## src/hdl/eior_regs.svh

```systemverilog
// register map, field widths and timing constants of the signal router
// assumes a 100 MHz clock and a 32-bit APB register port
// Notes on behaviour
// - each coax terminal carries one signal
// - connector carries several signals, one per pin
// - coax and connector routing held independently
// - coax input goes to trigger, sweep or control
// - control input picks interlock, relay or zero
// - coax trigger output picks one of five events
// - coax sweep output picks one of three events
// - coax control output picks one of four states
// - pin five controls relay or zero
// - pin six drives one trigger event
// - pin seven drives one sweep event
// - pin eight drives one control level
// - output events are 10 us low pulses
// - trigger falling edge starts a measure cycle
// - interlock low forces and keeps source off
// - relay input rise turns on, fall off
// - zero input fall zeroes, rise restores output
`ifndef EIOR_REGS_SVH
`define EIOR_REGS_SVH
`define EIOR_ADDR_W 8
`define EIOR_ADDR_ROUTE 8'h00
`define EIOR_ADDR_CMD 8'h04
`define EIOR_ADDR_STATUS 8'h08
`define EIOR_ROUTE_W 21
`define EIOR_ROUTE_RESET 21'h000000
`define EIOR_CMD_W 6
`define EIOR_STATUS_W 8
`define EIOR_DATA_ZERO 32'h00000000
`define EIOR_PULSE_US 10
`define EIOR_CLK_MHZ 100
`define EIOR_PULSE_CYCLES (`EIOR_PULSE_US * `EIOR_CLK_MHZ)
`define EIOR_CNT_W 10
`define EIOR_IDLE 1'b1
`define EIOR_NUM_IN 5
`define EIOR_IN_COAX 0
`define EIOR_IN_TRIG 1
`define EIOR_IN_SWEEP 2
`define EIOR_IN_LOCK 3
`define EIOR_IN_PIN5 4
`define EIOR_NUM_EV 9
`define EIOR_EV_SWEEP_BASE 5
`define EIOR_EV_PROG 8
`endif

```

## src/hdl/eior_pkg.sv

```systemverilog
// types of the signal router: selections, command and status layouts
// assumes eior_regs.svh for widths
`include "eior_regs.svh"
package eior_pkg;
  typedef enum logic [1:0] {
    EIOR_IN_CYCLE = 2'b00, EIOR_IN_LAUNCH = 2'b01, EIOR_IN_CTRL = 2'b10
  } eior_in_sel_t;
  typedef enum logic [1:0] {
    EIOR_CTL_LOCK = 2'b00, EIOR_CTL_RELAY = 2'b01, EIOR_CTL_ZERO = 2'b10
  } eior_ctl_t;
  typedef enum logic [1:0] {
    EIOR_OUT_CYCLE = 2'b00, EIOR_OUT_SWEEP = 2'b01, EIOR_OUT_CTRL = 2'b10
  } eior_out_sel_t;
  typedef enum logic [2:0] {
    EIOR_TRG_ORIGIN = 3'h0, EIOR_TRG_SRCCHANGE = 3'h1, EIOR_TRG_MEASBEGIN = 3'h2,
    EIOR_TRG_MEASDONE = 3'h3, EIOR_TRG_PULSEFALL = 3'h4
  } eior_trg_t;
  typedef enum logic [1:0] {
    EIOR_SWP_ORIGIN = 2'b00, EIOR_SWP_PASSDONE = 2'b01, EIOR_SWP_ALLDONE = 2'b10
  } eior_swp_t;
  typedef enum logic [1:0] {
    EIOR_CST_LOCK = 2'b00, EIOR_CST_RELAY = 2'b01, EIOR_CST_ZERO = 2'b10,
    EIOR_CST_PROG = 2'b11
  } eior_cst_t;
  typedef enum logic {EIOR_P5_RELAY = 1'b0, EIOR_P5_ZERO = 1'b1} eior_p5_t;
  typedef struct packed {
    eior_swp_t connectorPinEightSelectHi;
    eior_swp_t connectorPinSevenSelect;
    eior_trg_t connectorPinSixSelect;
    eior_p5_t connectorPinFiveSelect;
    eior_cst_t coaxCtrlType;
    eior_swp_t coaxSweepType;
    eior_trg_t coaxTrigType;
    eior_out_sel_t coaxOutSel;
    eior_ctl_t coaxCtrlIn;
    eior_in_sel_t coaxInSel;
  } eior_route_t;
  typedef struct packed {
    logic zeroOff;
    logic zeroOn;
    logic outOff;
    logic outOn;
    logic progPulse;
    logic progLevel;
  } eior_cmd_t;
  typedef struct packed {
    logic [`EIOR_NUM_IN-1:0] inLevel;
    logic interlockOk;
    logic zeroOn;
    logic sourceOn;
  } eior_status_t;
  typedef struct packed {
    logic cycleOriginEvent;
    logic sourceChangeEvent;
    logic measureBeginEvent;
    logic measureDoneEvent;
    logic pulseFallEvent;
    logic sweepOriginEvent;
    logic repeatPassDoneEvent;
    logic sweepAllDoneEvent;
  } eior_events_t;
endpackage

```

## src/hdl/eior_sync_edge.sv

```systemverilog
// two-stage synchronisers with edge detection for outside inputs
// assumes raw inputs are asynchronous and idle high
`timescale 1ns/100ps
`include "eior_regs.svh"
module eior_sync_edge #(
  parameter int N = `EIOR_NUM_IN
) (
  input wire logic clk,
  input wire logic rst_b,
  input wire logic ce,
  input wire logic [N-1:0] raw,
  output logic [N-1:0] level,
  output logic [N-1:0] rise,
  output logic [N-1:0] fall
);
  typedef struct packed {
    logic [N-1:0] stage1;
    logic [N-1:0] stage2;
    logic [N-1:0] prev;
  } eior_sync_state_t;
  eior_sync_state_t s;
  eior_sync_state_t next_s;

  always_comb begin
    next_s = s;
    if (ce) begin
      next_s.stage1 = raw;
      next_s.stage2 = s.stage1;
      next_s.prev = s.stage2;
    end
  end

  always_ff @(posedge clk) begin
    if (!rst_b) begin
      s <= '1;
    end else begin
      s <= next_s;
    end
  end

  assign level = s.stage2;
  assign rise = s.stage2 & ~s.prev;
  assign fall = ~s.stage2 & s.prev;

  for (genvar i = 0; i < N; i++) begin : g_chk

  end
endmodule // eior_sync_edge

```

## src/hdl/eior_pulse_gen.sv

```systemverilog
// active-low pulse stretcher: one fire pulse gives a fixed low width
// assumes fire is a one-cycle pulse on the same clock
`timescale 1ns/100ps
`include "eior_regs.svh"
module eior_pulse_gen #(
  parameter int CNT_W = `EIOR_CNT_W,
  parameter logic [CNT_W-1:0] CYCLES = CNT_W'(`EIOR_PULSE_CYCLES)
) (
  input wire logic clk,
  input wire logic rst_b,
  input wire logic ce,
  input wire logic fire,
  output logic pulseN
);
  typedef struct packed {
    logic [CNT_W-1:0] count;
    logic outN;
  } eior_pulse_state_t;
  eior_pulse_state_t s;
  eior_pulse_state_t next_s;

  always_comb begin
    next_s = s;
    if (ce) begin
      if (fire) begin
        next_s.outN = 1'b0;
        next_s.count = CYCLES - CNT_W'(1);
      end else if (s.count != '0) begin
        next_s.count = s.count - CNT_W'(1);
      end else begin
        next_s.outN = `EIOR_IDLE;
      end
    end
  end

  always_ff @(posedge clk) begin
    if (!rst_b) begin
      s <= '{count: '0, outN: `EIOR_IDLE};
    end else begin
      s <= next_s;
    end
  end

  assign pulseN = s.outN;
endmodule // eior_pulse_gen

```

## src/hdl/eior_router.sv

```systemverilog
// routes timing and control signals between the instrument core and
// the rear coax terminals and the external connector pins 2 to 9
// assumes APB master on clk, instrument events as one-cycle pulses
`timescale 1ns/100ps
`include "eior_regs.svh"
module eior_router #(
  parameter int ADDR_W = `EIOR_ADDR_W,
  parameter int CNT_W = `EIOR_CNT_W,
  parameter logic [CNT_W-1:0] PULSE_CYCLES = CNT_W'(`EIOR_PULSE_CYCLES)
) (
  input wire logic clk,
  input wire logic rst_b,
  input wire logic ce,
  input wire logic psel,
  input wire logic penable,
  input wire logic pwrite,
  input wire logic [ADDR_W-1:0] paddr,
  input wire logic [31:0] pwdata,
  output logic [31:0] prdata,
  output logic pready,
  output logic pslverr,
  input wire logic coaxIn,
  input wire logic connCycleStartInput,
  input wire logic connSweepLaunchInput,
  input wire logic connInterlockInput,
  input wire logic connPinFiveInput,
  input wire eior_pkg::eior_events_t instEvents,
  output logic coaxOut,
  output logic connCycleTimingOutput,
  output logic connSweepTimingOutput,
  output logic connControlStateOutput,
  output logic connProgOutput,
  output logic cycleTrigger,
  output logic sweepLaunch,
  output logic sourceOn,
  output logic zeroOn
);
  typedef struct packed {
    logic [31:0] rdata;
    logic ready;
    logic slverr;
    eior_pkg::eior_route_t route;
    logic progLevel;
    logic progPulse;
    logic srcOn;
    logic zero;
    logic cycTrig;
    logic swpLaunch;
    logic coax;
    logic pinSix;
    logic pinSeven;
    logic pinEight;
    logic pinNine;
  } eior_router_state_t;
  eior_router_state_t s;
  eior_router_state_t next_s;

  logic [`EIOR_NUM_IN-1:0] inRaw;
  logic [`EIOR_NUM_IN-1:0] inLevel;
  logic [`EIOR_NUM_IN-1:0] inRise;
  logic [`EIOR_NUM_IN-1:0] inFall;
  logic [`EIOR_NUM_EV-1:0] evFire;
  logic [`EIOR_NUM_EV-1:0] evPulseN;
  logic coaxIsCtrl;
  logic interlockOk;
  logic relayOnReq;
  logic relayOffReq;
  logic zeroEnterReq;
  logic zeroLeaveReq;
  logic writeAcc;
  logic setupRead;
  logic addrHit;
  eior_pkg::eior_cmd_t cmd;
  eior_pkg::eior_status_t status;

  assign inRaw[`EIOR_IN_COAX] = coaxIn;
  assign inRaw[`EIOR_IN_TRIG] = connCycleStartInput;
  assign inRaw[`EIOR_IN_SWEEP] = connSweepLaunchInput;
  assign inRaw[`EIOR_IN_LOCK] = connInterlockInput;
  assign inRaw[`EIOR_IN_PIN5] = connPinFiveInput;

  eior_sync_edge #(
    .N(`EIOR_NUM_IN)
  ) u_sync (
    .clk(clk),
    .rst_b(rst_b),
    .ce(ce),
    .raw(inRaw),
    .level(inLevel),
    .rise(inRise),
    .fall(inFall)
  );

  // event order: trigger group, sweep group, programmable
  assign evFire = {s.progPulse, instEvents.sweepAllDoneEvent,
                   instEvents.repeatPassDoneEvent, instEvents.sweepOriginEvent,
                   instEvents.pulseFallEvent, instEvents.measureDoneEvent,
                   instEvents.measureBeginEvent, instEvents.sourceChangeEvent,
                   instEvents.cycleOriginEvent};

  for (genvar i = 0; i < `EIOR_NUM_EV; i++) begin : g_pulse
    eior_pulse_gen #(
      .CNT_W(CNT_W),
      .CYCLES(PULSE_CYCLES)
    ) u_pulse (
      .clk(clk),
      .rst_b(rst_b),
      .ce(ce),
      .fire(evFire[i]),
      .pulseN(evPulseN[i])
    );
  end

  function automatic logic trigPick(input eior_pkg::eior_trg_t t,
                                    input logic [`EIOR_NUM_EV-1:0] p);
    logic v;
    v = `EIOR_IDLE;
    unique case (t)
      eior_pkg::EIOR_TRG_ORIGIN,
      eior_pkg::EIOR_TRG_SRCCHANGE,
      eior_pkg::EIOR_TRG_MEASBEGIN,
      eior_pkg::EIOR_TRG_MEASDONE,
      eior_pkg::EIOR_TRG_PULSEFALL: v = p[t];
      default: v = `EIOR_IDLE;
    endcase
    return v;
  endfunction

  function automatic logic sweepPick(input eior_pkg::eior_swp_t t,
                                     input logic [`EIOR_NUM_EV-1:0] p);
    logic v;
    v = `EIOR_IDLE;
    unique case (t)
      eior_pkg::EIOR_SWP_ORIGIN,
      eior_pkg::EIOR_SWP_PASSDONE,
      eior_pkg::EIOR_SWP_ALLDONE: v = p[`EIOR_EV_SWEEP_BASE + t];
      default: v = `EIOR_IDLE;
    endcase
    return v;
  endfunction

  // control levels are low when active
  function automatic logic ctrlPick(input eior_pkg::eior_cst_t t, input logic lockOk,
                                    input logic on, input logic zr, input logic prog);
    logic v;
    v = `EIOR_IDLE;
    unique case (t)
      eior_pkg::EIOR_CST_LOCK: v = lockOk;
      eior_pkg::EIOR_CST_RELAY: v = ~on;
      eior_pkg::EIOR_CST_ZERO: v = ~zr;
      eior_pkg::EIOR_CST_PROG: v = prog;
    endcase
    return v;
  endfunction

  assign coaxIsCtrl = (s.route.coaxInSel == eior_pkg::EIOR_IN_CTRL);
  assign interlockOk = inLevel[`EIOR_IN_LOCK] &&
                       !(coaxIsCtrl && s.route.coaxCtrlIn == eior_pkg::EIOR_CTL_LOCK &&
                         !inLevel[`EIOR_IN_COAX]);

  assign writeAcc = psel && penable && pwrite && pready;
  assign setupRead = psel && !penable;
  assign addrHit = (paddr == `EIOR_ADDR_ROUTE) || (paddr == `EIOR_ADDR_CMD) ||
                   (paddr == `EIOR_ADDR_STATUS);
  assign cmd = (writeAcc && paddr == `EIOR_ADDR_CMD) ?
               eior_pkg::eior_cmd_t'(pwdata[`EIOR_CMD_W-1:0]) : '0;

  assign relayOnReq = cmd.outOn ||
    (coaxIsCtrl && s.route.coaxCtrlIn == eior_pkg::EIOR_CTL_RELAY && inRise[`EIOR_IN_COAX]) ||
    (s.route.connectorPinFiveSelect == eior_pkg::EIOR_P5_RELAY &&
     inRise[`EIOR_IN_PIN5]);
  assign relayOffReq = cmd.outOff ||
    (coaxIsCtrl && s.route.coaxCtrlIn == eior_pkg::EIOR_CTL_RELAY && inFall[`EIOR_IN_COAX]) ||
    (s.route.connectorPinFiveSelect == eior_pkg::EIOR_P5_RELAY &&
     inFall[`EIOR_IN_PIN5]);
  assign zeroEnterReq = cmd.zeroOn ||
    (coaxIsCtrl && s.route.coaxCtrlIn == eior_pkg::EIOR_CTL_ZERO && inFall[`EIOR_IN_COAX]) ||
    (s.route.connectorPinFiveSelect == eior_pkg::EIOR_P5_ZERO &&
     inFall[`EIOR_IN_PIN5]);
  assign zeroLeaveReq = cmd.zeroOff ||
    (coaxIsCtrl && s.route.coaxCtrlIn == eior_pkg::EIOR_CTL_ZERO && inRise[`EIOR_IN_COAX]) ||
    (s.route.connectorPinFiveSelect == eior_pkg::EIOR_P5_ZERO &&
     inRise[`EIOR_IN_PIN5]);

  assign status = '{inLevel: inLevel, interlockOk: interlockOk,
                    zeroOn: s.zero, sourceOn: s.srcOn};

  always_comb begin
    next_s = s;
    if (ce) begin
      // register port
      next_s.ready = 1'b1;
      next_s.progPulse = cmd.progPulse;
      if (setupRead) begin
        next_s.slverr = !addrHit;
        next_s.rdata = `EIOR_DATA_ZERO;
        if (!pwrite && paddr == `EIOR_ADDR_ROUTE) begin
          next_s.rdata[`EIOR_ROUTE_W-1:0] = s.route;
        end
        if (!pwrite && paddr == `EIOR_ADDR_CMD) begin
          next_s.rdata[0] = s.progLevel;
        end
        if (!pwrite && paddr == `EIOR_ADDR_STATUS) begin
          next_s.rdata[`EIOR_STATUS_W-1:0] = status;
        end
      end
      if (writeAcc && paddr == `EIOR_ADDR_ROUTE) begin
        next_s.route = eior_pkg::eior_route_t'(pwdata[`EIOR_ROUTE_W-1:0]);
      end
      if (writeAcc && paddr == `EIOR_ADDR_CMD) begin
        next_s.progLevel = cmd.progLevel;
      end
      // input steering
      next_s.cycTrig = inFall[`EIOR_IN_TRIG] ||
        (s.route.coaxInSel == eior_pkg::EIOR_IN_CYCLE && inFall[`EIOR_IN_COAX]);
      next_s.swpLaunch = inFall[`EIOR_IN_SWEEP] ||
        (s.route.coaxInSel == eior_pkg::EIOR_IN_LAUNCH && inFall[`EIOR_IN_COAX]);
      // source state, interlock first, off beats on
      if (!interlockOk) begin
        next_s.srcOn = 1'b0;
      end else if (relayOffReq) begin
        next_s.srcOn = 1'b0;
      end else if (relayOnReq) begin
        next_s.srcOn = 1'b1;
      end
      if (!next_s.srcOn) begin
        next_s.zero = 1'b0;
      end else if (s.srcOn && zeroEnterReq) begin
        next_s.zero = 1'b1;
      end else if (zeroLeaveReq) begin
        next_s.zero = 1'b0;
      end
      // output steering, one source per coax terminal
      unique case (s.route.coaxOutSel)
        eior_pkg::EIOR_OUT_CYCLE: next_s.coax = trigPick(s.route.coaxTrigType, evPulseN);
        eior_pkg::EIOR_OUT_SWEEP: next_s.coax = sweepPick(s.route.coaxSweepType, evPulseN);
        eior_pkg::EIOR_OUT_CTRL: next_s.coax = ctrlPick(s.route.coaxCtrlType, interlockOk,
                                 s.srcOn, s.zero, s.progLevel && evPulseN[`EIOR_EV_PROG]);
        default: next_s.coax = `EIOR_IDLE;
      endcase
      // connector pins, each with its own source
      next_s.pinSix = trigPick(s.route.connectorPinSixSelect, evPulseN);
      next_s.pinSeven = sweepPick(s.route.connectorPinSevenSelect, evPulseN);
      next_s.pinEight = (s.route.connectorPinEightSelectHi == eior_pkg::EIOR_SWP_ALLDONE) ?
        ctrlPick(eior_pkg::EIOR_CST_ZERO, interlockOk, s.srcOn, s.zero, `EIOR_IDLE) :
        ctrlPick(eior_pkg::eior_cst_t'(s.route.connectorPinEightSelectHi), interlockOk,
                 s.srcOn, s.zero, `EIOR_IDLE);
      next_s.pinNine = s.progLevel && evPulseN[`EIOR_EV_PROG];
    end
  end

  always_ff @(posedge clk) begin
    if (!rst_b) begin
      s <= '{rdata: `EIOR_DATA_ZERO, ready: 1'b0, slverr: 1'b0,
             route: eior_pkg::eior_route_t'(`EIOR_ROUTE_RESET), progLevel: `EIOR_IDLE,
             progPulse: 1'b0, srcOn: 1'b0, zero: 1'b0, cycTrig: 1'b0, swpLaunch: 1'b0,
             coax: `EIOR_IDLE, pinSix: `EIOR_IDLE, pinSeven: `EIOR_IDLE,
             pinEight: `EIOR_IDLE, pinNine: `EIOR_IDLE};
    end else begin
      s <= next_s;
    end
  end

  assign prdata = s.rdata;
  assign pready = s.ready;
  assign pslverr = s.slverr;
  assign coaxOut = s.coax;
  assign connCycleTimingOutput = s.pinSix;
  assign connSweepTimingOutput = s.pinSeven;
  assign connControlStateOutput = s.pinEight;
  assign connProgOutput = s.pinNine;
  assign cycleTrigger = s.cycTrig;
  assign sweepLaunch = s.swpLaunch;
  assign sourceOn = s.srcOn;
  assign zeroOn = s.zero;
endmodule // eior_router

```

## config.mk

```make
export PLATFORM = sky130hd
export DESIGN_NAME = eior_router
export DESIGN_NICKNAME = d
export VERILOG_FILES = /design/src/hdl/eior_pkg.sv /design/src/hdl/eior_sync_edge.sv /design/src/hdl/eior_pulse_gen.sv /design/src/hdl/eior_router.sv
export VERILOG_INCLUDE_DIRS = /design/src /design/src/hdl
export SDC_FILE = /design/constraint.sdc
export NUM_CORES = 1
export LEC_CHECK = 0
export BUFFER_PORTS_ARGS = -buffer_cell sky130_fd_sc_hd__buf_2
export CORE_ASPECT_RATIO = 0.6
export CORE_UTILIZATION = 30
export CTS_BUF_LIST = sky130_fd_sc_hd__clkbuf_4 sky130_fd_sc_hd__clkbuf_8
export DETAILED_ROUTE_END_ITERATION = 12
export SYNTH_ARGS = -nofsm -noshare
export SYNTH_HDL_FRONTEND = slang
export SYNTH_HIERARCHICAL = 1
export SYNTH_SLANG_ARGS = --single-unit
```

## constraint.sdc

```tcl
create_clock -name clk -period 2.3 [get_ports clk]
set_clock_uncertainty 0.05 [all_clocks]
set_input_delay 0.575 -clock clk [delete_from_list [all_inputs] [get_ports clk]]
set_output_delay 0.575 -clock clk [all_outputs]
set_load 0.02 [all_outputs]
```

==> results.py <==
metrics = {
    "final_layout": {
        "final_area_sq_um": 10000,
        "drive_above_1_share_pct": 17.3,
        "insertedDiodeCount": 0,
        "final_cell_mix": "dfxtp_1, nand2_1, buf_2",
        "nNetsFinal": 1160,
        "synthToLayoutAreaGrowth_pct": 10.8,
        "fillers": 3095,
        "mostFrequentLayoutCell": "dfxtp_1",
    },
    "worst_setup_path": {
        "cpMaxStageDelayCell": "or3b_2",
        "critical_path_arrival_ps": 2390,
        "path_buf_inv": 1,
        "path_delay_family": "compound AO/OA/AOI/OAI gates",
        "crit_type": "reg -> reg",
        "required_ps": 2610,
        "crit_path_max_fanout": 4,
        "cp-end-kind": "flop",
        "start_kind": "flop",
        "slowest_delay_ps": 540,
        "path_cells": "or3b_2, o31ai_1, buf_4, o21ai_0, a311oi_1, o221ai_1",
    },
    "drt": {
        "vias": 7797,
        "wire_per_inst_microns": 15.3,
        "drtPass1Iterations": 4,
        "vias_per_cell": 5.19,
        "first_iter_violations": 575,
        "drcViolationCount": 0,
        "drtAntennaViolNets": 0,
        "drt_wl_total_mm": 23.0,
    },
    "pwr": {
        "p_leak_nw": 3.88,
        "finalPower_w": 0.00732,
        "power_density_nw_per_um2": 731,
        "ir_drop_v": 0.000344,
    },
    "cts": {
        "numCtsBuffers": 17,
        "cts.repair.resized": 0,
        "path_clk_slew_ps": 100,
        "clk_latency_ps": 490,
        "hold_buffers": 0,
        "cts.sinks": 168,
        "cts_tree": "done",
        "cts_setup_buffers": 0,
        "cts_root_buf": "clkbuf_8",
        "cts_buffer_depth": 2,
        "h-tree-depth": 4,
    },
    "die": {
        "die_h_microns": 136,
        "rows": 48,
        "initial_core_util_pct": 30.9,
        "io_pins": 102,
        "die_x_microns": 226,
        "die-area_sq_um": 30800,
        "core_area_sq_um": 29200,
    },
    "place": {
        "hpwl_mm": 16.9,
        "placed_area_sq_um": 9620,
        "gp_congestion": 0.843,
        "io_buffers": 79,
    },
    "timing": {
        "drv_slew": 0,
        "max_freq_mhz": 483,
        "hold_viol": 0,
        "period_needed_ps": 2070,
        "setup_viol": 0,
        "period_share_pct": 90.1,
        "worstMarginPinSlew_ps": 682,
        "fin_tns_setup_ps": 0,
        "slew_headroom_pct": 54.2,
        "rsz0062_at_grt": "no",
        "timing.hold.ws_ps": 256,
    },
    "global_route": {
        "track_usage_pct": 15.4,
        "antenna_found_initial": 0,
        "grt_pass1_wl_mm": 37.4,
        "grt_overflow_total": 0,
        "grt_pass1_vias": 6999,
        "grt_max_degree": 46,
    },
    "run_status": {
        "status": "finished, final reports clean",
    },
    "worst_hold_path": {
        "holdCritPathClass": "in -> reg",
    },
    "synthesis": {
        "synth_area_sq_um": 9030,
        "postSynthAreaPerCell_sq_um": 8.70,
        "yosys_warnings": 6,
        "syn_inst": 1038,
    },
    "job": {
        "cap_violations": 0,
    },
}
per-layer routing:
layer  GRT usage, %  wire [microns]  share of wire (%)
met5              0               0                  0
met4           4.43             251                1.1
met3           4.06            1550                6.7
met2           20.6            9300                 40
met1           23.4           11900                 52
area by class of cell:
type,count,area (sq um),area share [%]
clock buffer,17,234,2.34
clock inverter,14,150,1.50
inverter,52,195,1.95
multi-input combinational,741,4850,48.5
sequential,168,3360,33.6
tap,400,500,5.00
timing repair buffer,109,713,7.13
sequential cells by signal (all words and copies together), names as in the netlist, 5 cells and up:
signal and flops:
prdata 21, s 22, u_sync/level 5, u_sync/s 9, g_pulse.u_pulse/s 90, g_pulse.u_pulse/pulseN 9
metrics by stage:
stage / utilization (%) / instances / setup WS, ps
2_1_floorplan: - / 1048 / 280
3_3_place_gp: 33.0 / 1470 / 92.4
3_5_place_dp: 33.0 / 1470 / 39.6
4_1_cts: 34.3 / 1501 / 258
5_1_grt: 34.3 / 1501 / 90.9
6_report: 34.3 / 1501 / 229
final timing paths:
kind	from	end	slack (ps)	cells past startpoint
min	connSweepLaunchInput	u_sync/s[12]	260	3
max reg2reg	s[14]	coaxOut	230	6
max	s[14]	coaxOut	230	6
min reg2reg	prdata[9]	prdata[9]	400	2
worst min-delay path, cell delays in order:
cell and delay (ps):
buf_2 80, mux2i_1 60, nand2_1 60
power breakdown:
group          internal, W  switching (W)  leakage, nW
combinational     0.000734       0.000988         2.32
clock             0.000965        0.00119        0.189
sequential         0.00316       0.000282         1.38
(Power assumes the default switching activity.)
